`config.mk`:
```
export PLATFORM = sky130hd
export DESIGN_NAME = pesc_ctrl
export DESIGN_NICKNAME = d
export VERILOG_FILES = /design/src/design/pesc_pkg.sv /design/src/design/pesc_ctrl.sv
export SDC_FILE = /design/constraint.sdc
export NUM_CORES = 1
export LEC_CHECK = 0
export ABC_AREA = 1
export BUFFER_PORTS_ARGS = -buffer_cell sky130_fd_sc_hd__clkbuf_2
export CAP_MARGIN = 20
export CORE_AREA = 2 2 181 183
export CTS_CLUSTER_DIAMETER = 100
export CTS_CLUSTER_SIZE = 20
export DETAILED_ROUTE_END_ITERATION = 16
export DIE_AREA = 0 0 183 185
export GPL_TIMING_DRIVEN = 0
export HOLD_SLACK_MARGIN = 0.02
export PLACE_DENSITY = 0.66
export SYNTH_ARGS = -nofsm -noshare
export SYNTH_HDL_FRONTEND = slang
export SYNTH_SLANG_ARGS = --single-unit
```
`constraint.sdc`:
```
create_clock -name clk -period 2.09 [get_ports clk]
set_input_delay 0.1045 -clock clk [delete_from_list [all_inputs] [get_ports clk]]
set_output_delay 0.1045 -clock clk [all_outputs]
set_load 0.01 [all_outputs]
```
`src/design/pesc_pkg.sv`:
```
// package of constants and types for the exception sync controller
package pesc_pkg;
    // vector offsets
    localparam logic [19:0] PESC_VEC_PERF_MON = 20'h0_0F00;
    localparam logic [19:0] PESC_VEC_IMPL_LO = 20'h0_1000;
    localparam logic [19:0] PESC_VEC_IMPL_HI = 20'h0_2FFF;
    localparam logic [19:0] PESC_VEC_RESERVED = 20'h0_0E00;
    // instruction word step for the next program counter
    localparam logic [63:0] PESC_INSN_STEP = 64'h0000_0000_0000_0004;
    // reset values
    localparam logic [63:0] PESC_PC_RESET = 64'h0000_0000_0000_0000;
    localparam logic [63:0] PESC_STATE_RESET = 64'h0000_0000_0000_0000;
    localparam logic [19:0] PESC_VEC_RESET = 20'h0_0000;

    // kind of synchronizing operation requested by completion
    typedef enum logic [1:0] {
        PESC_OP_EXEC_SYNC,
        PESC_OP_CTX_SYNC,
        PESC_OP_FETCH_BARRIER,
        PESC_OP_MEM_BARRIER
    } pesc_op_type;

    typedef enum {
        PESC_IDLE,
        PESC_DRAIN,
        PESC_ENTER,
        PESC_SYNC_DRAIN,
        PESC_SYNC_DONE
    } pesc_state_type;
endpackage : pesc_pkg

```
`src/design/pesc_ctrl.sv`:
```
// exception entry and synchronization controller
`timescale 1ns/10ps

// Function
// - perf monitor vector reserved when unused
// - implementation range never given architected exceptions
// - saved pc picks excepting or next instruction
// - halt dispatch, drain older instructions first
// - older instructions finish in original context
// - hardware loads saved pc and state
// - context sync halts fetch and dispatch
// - start only after all exceptions reported
// - older ops keep context, ref/change exempt
// - wait until no higher priority pending
// - discard prefetched work, refetch new context
// - no wait on memory or ref/change
// - exec sync: halt and drain only
// - new context by next context sync
// - system call saves following instruction address
// - saved pc is oldest uncompleted instruction
// - older reach no-exception point before handling
// - no younger instruction appears started
// - same-cycle exceptions taken oldest first
module pesc_ctrl
    import pesc_pkg::*;
#(
    parameter int PC_WIDTH = 64,
    parameter int LANES = 2,
    parameter bit PERF_MON_PRESENT = 1'b0
) (
    input wire logic clk,
    input wire logic reset_n,
    input wire logic clk_en,
    // exception reports, lane 0 is oldest
    input wire logic [LANES-1:0] exc_valid,
    input wire logic [LANES-1:0] exc_is_syscall,
    input wire logic [LANES-1:0] exc_after,
    input wire logic [LANES*20-1:0] exc_vector,
    input wire logic [LANES*PC_WIDTH-1:0] exc_pc,
    input wire logic higher_prio_pending,
    // older instructions all past their last exception point
    input wire logic older_exc_clear,
    input wire logic [63:0] machine_state,
    // synchronizing instruction request
    input wire logic sync_req,
    input wire logic [1:0] sync_op,
    // outputs
    output logic halt_fetch,
    output logic halt_dispatch,
    output logic flush_younger,
    output logic context_freeze,
    output logic sync_complete,
    output logic exc_taken,
    output logic [19:0] vector_addr,
    output logic [PC_WIDTH-1:0] saved_program_counter,
    output logic [63:0] saved_state_copy,
    output logic refetch_valid,
    output logic [PC_WIDTH-1:0] refetch_pc
);
    // ------------------------------------------------------------
    // lane selection
    // ------------------------------------------------------------
    pesc_state_type state_reg, state_next;
    logic [LANES-1:0] pick;
    logic [PC_WIDTH-1:0] pick_pc;
    logic [19:0] pick_vec;
    logic pick_sys;
    logic pick_after;
    logic any_exc;
    logic vec_ok;
    logic [PC_WIDTH-1:0] chosen_pc;
    logic [PC_WIDTH-1:0] pend_pc_reg;
    logic [19:0] pend_vec_reg;
    logic pend_ctx_reg;
    pesc_op_type op_in;

    assign any_exc = |exc_valid;
    assign op_in = pesc_op_type'(sync_op);

    // lanes are ordered by age, so a plain scan from the youngest
    // lane down leaves the oldest reporter in the pick; this keeps
    // one entry per take and the rest wait for a later idle cycle
    // oldest reporting lane wins; younger reports retried later
    always_comb begin
        pick = '0;
        pick_pc = '0;
        pick_vec = '0;
        pick_sys = 1'b0;
        pick_after = 1'b0;
        for (int i = LANES - 1; i >= 0; i--) begin
            if (exc_valid[i]) begin
                pick = '0;
                pick[i] = 1'b1;
                pick_pc = exc_pc[i*PC_WIDTH +: PC_WIDTH];
                pick_vec = exc_vector[i*20 +: 20];
                pick_sys = exc_is_syscall[i];
                pick_after = exc_after[i];
            end
        end
    end

    // unused perf vector and implementation range are refused
    wire perf_block = !PERF_MON_PRESENT && pick_vec == PESC_VEC_PERF_MON;
    wire impl_hit = pick_vec >= PESC_VEC_IMPL_LO &&
                    pick_vec <= PESC_VEC_IMPL_HI;
    assign vec_ok = !perf_block && !impl_hit;

    // system call and after-type status address the next word
    wire step_next = pick_sys || pick_after;
    assign chosen_pc = step_next ?
        pick_pc + PESC_INSN_STEP[PC_WIDTH-1:0] : pick_pc;
    wire [19:0] chosen_vec = vec_ok ? pick_vec : PESC_VEC_RESERVED;

    // ------------------------------------------------------------
    // sequencing
    // ------------------------------------------------------------
    // handshake timing, one step per clock with clk_en high:
    //   idle    a report or request is taken and captured
    //   drain   halts and context freeze stand, pipeline empties
    //   enter   saved registers load, younger work is flushed
    //   done    sync pulse, refetch only for context sync and fetch barrier
    // a report that is taken away while draining still completes
    // entry: the lane was captured at take, so it is not retried
    // a second report must stay up until the next idle cycle
    // waits only on exception reporting and, for entry, on higher priority clearing, never on memory traffic
    wire can_start = older_exc_clear && !higher_prio_pending;
    wire exc_start = state_reg == PESC_IDLE && any_exc;
    wire sync_start = state_reg == PESC_IDLE && !any_exc && sync_req;

    always_comb begin
        state_next = state_reg;
        case (state_reg)
            PESC_IDLE: begin
                if (any_exc) begin
                    state_next = PESC_DRAIN;
                end else if (sync_req) begin
                    state_next = PESC_SYNC_DRAIN;
                end
            end
            PESC_DRAIN: begin
                if (can_start) begin
                    state_next = PESC_ENTER;
                end
            end
            PESC_ENTER: begin
                state_next = PESC_IDLE;
            end
            PESC_SYNC_DRAIN: begin
                if (older_exc_clear) begin
                    state_next = PESC_SYNC_DONE;
                end
            end
            PESC_SYNC_DONE: begin
                state_next = PESC_IDLE;
            end
            default: begin
                state_next = PESC_IDLE;
            end
        endcase
    end

    // ------------------------------------------------------------
    // output decode
    // ------------------------------------------------------------
    wire busy_next = state_next != PESC_IDLE;
    // exec sync and barriers still halt fetch while draining
    wire halt_next = busy_next;
    // context held for older work until entry or sync end
    wire freeze_next = state_next == PESC_DRAIN ||
                       state_next == PESC_SYNC_DRAIN;
    wire enter_next = state_next == PESC_ENTER;
    wire done_next = state_next == PESC_SYNC_DONE;
    // context sync discards prefetch; exec sync lets it drift
    wire flush_next = enter_next || (done_next && pend_ctx_reg);
    // only context sync and fetch barrier change what is fetched;
    // exec sync and memory barrier leave prefetched work alone
    wire sync_refetch = op_in == PESC_OP_CTX_SYNC ||
                        op_in == PESC_OP_FETCH_BARRIER;

    // ------------------------------------------------------------
    // registers
    // ------------------------------------------------------------
    // every register holds its value while clock enable is low
    // state register, frozen while clock enable is low
    always_ff @(posedge clk) begin
        if (!reset_n) begin
            state_reg <= PESC_IDLE;
        end else if (clk_en) begin
            state_reg <= state_next;
        end
    end

    // capture of the chosen exception at its start
    always_ff @(posedge clk) begin
        if (!reset_n) begin
            pend_pc_reg <= PESC_PC_RESET[PC_WIDTH-1:0];
            pend_vec_reg <= PESC_VEC_RESET;
        end else if (clk_en && exc_start) begin
            pend_pc_reg <= chosen_pc;
            pend_vec_reg <= chosen_vec;
        end
    end

    // exceptions and refetching syncs both discard prefetched work
    always_ff @(posedge clk) begin
        if (!reset_n) begin
            pend_ctx_reg <= 1'b0;
        end else if (clk_en) begin
            if (exc_start) begin
                pend_ctx_reg <= 1'b1;
            end else if (sync_start) begin
                pend_ctx_reg <= sync_refetch;
            end
        end
    end

    // fetch halt while any operation is in flight
    always_ff @(posedge clk) begin
        if (!reset_n) begin
            halt_fetch <= 1'b0;
        end else if (clk_en) begin
            halt_fetch <= halt_next;
        end
    end

    // dispatch halt, same timing as the fetch halt
    always_ff @(posedge clk) begin
        if (!reset_n) begin
            halt_dispatch <= 1'b0;
        end else if (clk_en) begin
            halt_dispatch <= halt_next;
        end
    end

    // context held only while older work drains
    always_ff @(posedge clk) begin
        if (!reset_n) begin
            context_freeze <= 1'b0;
        end else if (clk_en) begin
            context_freeze <= freeze_next;
        end
    end

    // one cycle flush of younger work
    always_ff @(posedge clk) begin
        if (!reset_n) begin
            flush_younger <= 1'b0;
        end else if (clk_en) begin
            flush_younger <= flush_next;
        end
    end

    // entry pulse
    always_ff @(posedge clk) begin
        if (!reset_n) begin
            exc_taken <= 1'b0;
        end else if (clk_en) begin
            exc_taken <= enter_next;
        end
    end

    // sync completion pulse
    always_ff @(posedge clk) begin
        if (!reset_n) begin
            sync_complete <= 1'b0;
        end else if (clk_en) begin
            sync_complete <= done_next;
        end
    end

    // saved registers loaded by hardware at entry only
    always_ff @(posedge clk) begin
        if (!reset_n) begin
            saved_program_counter <= PESC_PC_RESET[PC_WIDTH-1:0];
            saved_state_copy <= PESC_STATE_RESET;
        end else if (clk_en && enter_next) begin
            saved_program_counter <= pend_pc_reg;
            saved_state_copy <= machine_state;
        end
    end

    // handler vector and refetch address, also set at entry only;
    // a sync leaves both alone since it refetches in line
    always_ff @(posedge clk) begin
        if (!reset_n) begin
            vector_addr <= PESC_VEC_RESET;
            refetch_pc <= PESC_PC_RESET[PC_WIDTH-1:0];
        end else if (clk_en && enter_next) begin
            vector_addr <= pend_vec_reg;
            refetch_pc <= PC_WIDTH'(pend_vec_reg);
        end
    end

    // refetch strobe travels with the flush
    always_ff @(posedge clk) begin
        if (!reset_n) begin
            refetch_valid <= 1'b0;
        end else if (clk_en) begin
            refetch_valid <= flush_next;
        end
    end
endmodule : pesc_ctrl

```
# After elaboration in Yosys (flattened, before gate mapping)
# Index checks and enable logic that the tools add are counted.
# word_totals
inputBits	246
output_inout_bits	219
register_bits	270
# classes
add_sub_neg	1
magnitude_cmp	2
eq_ne	9
reduce_logical	23
mux	17
# op_table
cell	n
2-to-1 mux 64 bit	3
2-to-1 mux 32 bit	4
one-hot mux 32 bit (3 select lines)	1
adder 64 x 3 -> 64 bit (second input constant)	1
equality test 32 x 2 -> 1 bit (second input constant)	2
equality test 32 x 3 -> 1 bit (second input constant)	2
zero test 32 bit	2
2-to-1 mux 20 bit	3
equality test 32 x 1 -> 1 bit (second input constant)	1
equality test 32 x 4 -> 1 bit (second input constant)	1
nonzero test 32 bit	1
equality test 20 x 12 -> 1 bit (second input constant)	1
greater-or-equal comparator 20 x 13 -> 1 bit (second input constant)	1
<= comparator 20 x 14 -> 1 bit (second input constant)	1
logical AND 1 bit	9
2-to-1 mux 1 bit	6
zero test 1 bit	4
logical OR 1 bit	4
equality test 2 x 1 -> 1 bit (second input constant)	1
equality test 2 bit (second input constant)	1
AND reduction 2 bit	1
nonzero test 2 bit	1
OR reduction 2 bit	1

# Longest topological paths before layout
# logic_depth
word_depth	7
depth_mapped	18
mapped_depth_nobuf	16

# Worst setup path before layout
# OpenSTA, ideal clock, no wires.
# synth_path
path_type	register to register
start	register state_reg[15]
end	register saved_program_counter[42]
arrival_time_ns	1.677
path_slack_ns	0.285
setup_time_ns	0.128
n_path_buf	2
period_less_slack_ns	1.805
stages_incl_launch_ff	10
cell_sequence	dfxtp_1 -> inv_1 -> nand4_1 -> nor2_1 -> nor3b_1 -> nand4_2 -> buf_2 -> clkbuf_1 -> o21ai_0 -> a21oi_1
# synth_between
elab_chain_cells	5
word_cells_on_any_way	10
cone_classes	eq/ne: 3; mux: 5; reduce/logical: 2
# synth_lines
item	line_no	rtl
from (decl)	pesc_ctrl.sv:63	pesc_state_type state_reg, state_next;
from (signal assigned)	pesc_ctrl.sv:189	state_reg <= state_next;
parallel branches: the longest is 2 deep, another holds equality test 32 x 2 -> 1 bit	--	
one-hot mux 32 bit (3 select lines) *	pesc_ctrl.sv:132	case (state_reg)
equality test 32 x 3 -> 1 bit *	pesc_ctrl.sv:171	wire enter_next = state_next == PESC_ENTER;
logical AND 1 bit *	pesc_ctrl.sv:276	end else if (clk_en && enter_next) begin
to (signal assigned)	pesc_ctrl.sv:274	saved_program_counter <= PESC_PC_RESET[PC_WIDTH-1:0];
to (signal assigned)	pesc_ctrl.sv:277	saved_program_counter <= pend_pc_reg;
to (decl)	pesc_ctrl.sv:55	output logic [PC_WIDTH-1:0] saved_program_counter,
# Every way passes the cells marked *.
# A chain may end at the register's enable or synchronous reset.

# Final worst setup path
# layout_path
start	register state_reg[11]
end	register saved_program_counter[26]
# Same word-level chain as after synthesis.

==> impl_results.rst <==
.. list-table::
   :header-rows: 1

   * - Metric
     - Value
   * - Peak Freq
     - 496 MHz
   * - Number of flops mapped to enable cells by yosys
     - 0
   * - Worst hold path class
     - in2reg
   * - CTS clk-pin slew, worst paths
     - 0.09 ns
   * - HPWL reported at the end of detailed placement
     - 41700 um
   * - Total Routed Length
     - 53300 um
   * - Worst Path Class, Setup
     - reg2reg
   * - Number of core rows
     - 66
   * - Number of synthesis warnings
     - 0
   * - Clock latency on the worst-skew pair
     - 0.52 ns
   * - Minimum hold slack
     - 0.0333 ns
   * - Cells taking the most area after synthesis
     - dfxtp_1 40%, nand2_1 9.8%, o21ai_0 8.1%
   * - Async set or reset register ratio after synthesis
     - 0
   * - Layout-stage area growth over the synthesis result
     - 31.6%
   * - Avg Cell Area, Syn
     - 6.85 um2
   * - I/O pin count
     - 465
   * - Number of synthesized register bits
     - 270
   * - Time the final worst path needs with I/O delays and setup
     - 2.02 ns
   * - Synth Instances
     - 1967
   * - Highest net fanout along the worst path
     - 10
   * - Critical Path AT
     - 2.40 ns
   * - Status
     - finished clean
   * - Total of endpoints with negative setup slack in the final report
     - 0
   * - Max Slew Vio Count
     - 0
   * - Share of the synthesized area in the top cell type
     - 0.401
   * - Largest vdd supply drop
     - 0.434 mV
   * - Register area share after synthesis
     - 0.401
   * - Detailed-routing iteration count for the pre-antenna-repair pass
     - 6
   * - Total cell area at the placement stage
     - 16200 um2
   * - Total die area
     - 33900 um2
   * - Number of max-capacitance violations reported
     - 0
   * - Vert. Die Dim
     - 185 um
   * - Post-route total power
     - 0.0109 W
   * - Number of levels in the clock H-tree
     - 1
   * - Share of layout cells above drive strength 1
     - 0.257
   * - Critical path's slowest cell
     - dfxtp_1
   * - Most common cell in the synthesized netlist
     - nand2_1
   * - Via count of the first global-routing pass
     - 14.2k
   * - Pin count of the biggest net entering global routing
     - 21
   * - Cell area after synthesis
     - 13500 um2
   * - Pwr/cell area
     - 613 nW/um2
   * - Final ANT Viol Nets
     - 0
   * - Final hold vios
     - 0
   * - Vias after detailed routing
     - 14.8k
   * - Post-route DRC violation count
     - 0
   * - Unique masters post-synth
     - 44
   * - GPL Wtd Cong
     - 0.949
   * - Clock buffer depth
     - 3
   * - Clk Tree Root Cell
     - clkbuf_16
   * - Largest clock skew in the final design
     - 0.0298 ns
   * - Initial cell density of the core
     - 0.420
   * - Crit path required time
     - 2.47 ns
   * - Design Area, Final
     - 17700 um2
   * - Leading cell types by count after synthesis
     - 353 x nand2_1, 270 x dfxtp_1, 265 x inv_1
   * - Global-route congestion overflow total
     - 0
   * - Overall die width
     - 183 um
   * - Nets
     - 2781
   * - First-pass GRT wire length
     - 78700 um
   * - CTS Buf Count
     - 17
   * - Leading register cell type out of synthesis
     - dfxtp_1
   * - Number of port buffers
     - 419
   * - Part of the cycle the worst path needs
     - 0.965
   * - Setup repair after global routing missed its margin
     - true
   * - Worst setup SP type
     - flop
   * - Detail-routed via count per cell
     - 5.04
   * - Filler Cell Count
     - 3212
   * - Number of antenna violations at the first check in global routing
     - 0
   * - Ordered cell list for the critical path
     - inv_1, nand4_1, nor2_2, nor3b_4, nand4_4, buf_12, buf_4, o21ai_2, a21oi_1
   * - Starting DRT DRC Count
     - 956
   * - Overall fraction of global-route tracks in use
     - 0.305
   * - Leakage
     - 8.19 nW
   * - CP max stage delay
     - 0.30 ns
   * - Core ar.
     - 32000 um2
   * - Type of destination of the critical path
     - flop
   * - Slew at the pin closest to its max-slew limit
     - 1.03 ns
   * - TritonCTS clock tree
     - done
   * - Max_slew headroom
     - 0.316
   * - Drt wl/cell
     - 18.1 um
   * - Top cell type by total area after synthesis
     - dfxtp_1
   * - Num Clock Sinks
     - 270
## through the flow
step | setup TNS, ns | setup WS [ns] | utilization | std cells
finish | 0 | 0.0732 | 0.553 | 2942
global route | -0.353 | -0.0360 | 0.553 | 2941
CTS | 0 | 0.00257 | 0.549 | 2934
detailed placement | -131.90 | -0.923 | 0.507 | 2837
global placement | -121.85 | -0.913 | 0.507 | 2837
floorplan | 0 | 0.285 | - | 2010
## final cells by class
class | instances | area [um2] | share of cell area
diodes | 1 | 2.50 | 0.000141
plain buffers | 175 | 1100 | 0.0622
clock buffers | 17 | 425 | 0.0240
clock inverters | 1 | 11.3 | 0.000635
inverters | 271 | 1020 | 0.0575
multi-input cells | 1294 | 6320 | 0.356
flip-flops and latches | 270 | 5410 | 0.305
well taps | 408 | 510 | 0.0288
repair buffers | 505 | 2940 | 0.166
## cells in the final DEF, fill, tap and decap left out, types with 9 or more instances in the layout
master           n
dlygate4sd3_1   77
buf_4           92
dfxtp_1        270
a21oi_1        216
inv_1          263
o21ai_0        152
buf_2           16
nor2_4          11
conb_1          44
xor2_1          14
clkbuf_1        34
nand3_1        122
nand2_1        352
xnor2_1          9
nor2_1         151
nand4_1         25
a22oi_1         13
nor3_1          28
clkbuf_2       443
clkbuf_16       17
nand2_2          9
o21ai_1         73
nor2_2          15
## power breakdown
group / switching [W] / total (W) / internal [W]
registers: 0.000140 / 0.00553 / 0.00539
logic: 0.00129 / 0.00213 / 0.000837
clock network: 0.00175 / 0.00322 / 0.00147
total: 0.00318 / 0.0109 / 0.00769
## routing by layer
layer	GRT usage	share of wire
met5	0	0
met4	0.141	0.046
met3	0.0519	0.075
met2	0.548	0.49
met1	0.354	0.39
## cells by family after synthesis
| group | synth area share |
|---|---|
| AND/OR/NAND/NOR | 0.244 |
| AO/OA/AOI/OAI | 0.188 |
| buffers and inverters | 0.150 |
| flip-flops | 0.401 |
| XOR/XNOR | 0.0150 |
| adder cells (fa/ha/maj) | 0.000929 |
| other | 0.000278 |
## timing repair
action | in CTS | in global routing
endpoints found under the hold margin | 73 | 0
resized for setup | 53 | 128
setup endpoints to repair | 234 | 218
pin swaps | 2 | 5
hold buffers | 77 | 0
buffers inserted | 2 | 7
## worst paths after layout
kind / from / endpoint / slack, ns / cells after the start
setup / recovery: state_reg[11] / saved_program_counter[26] / 0.07 / 9
hold / removal: exc_pc[26] / pend_pc_reg[26] / 0.03 / 5
setup reg to reg: state_reg[11] / saved_program_counter[26] / 0.07 / 9
hold reg to reg: state_reg[3] / state_reg[3] / 0.45 / 2
## worst max-delay path, delay by kind of cell (launching register included)
kind                   cells  cell delay, ns
AOI/OAI and AO/OA          2            0.30
DFF                        1            0.30
and+or+nand+nor            4            0.83
buffers and inverters      3            0.48
Power figures use the tool's default switching activity.
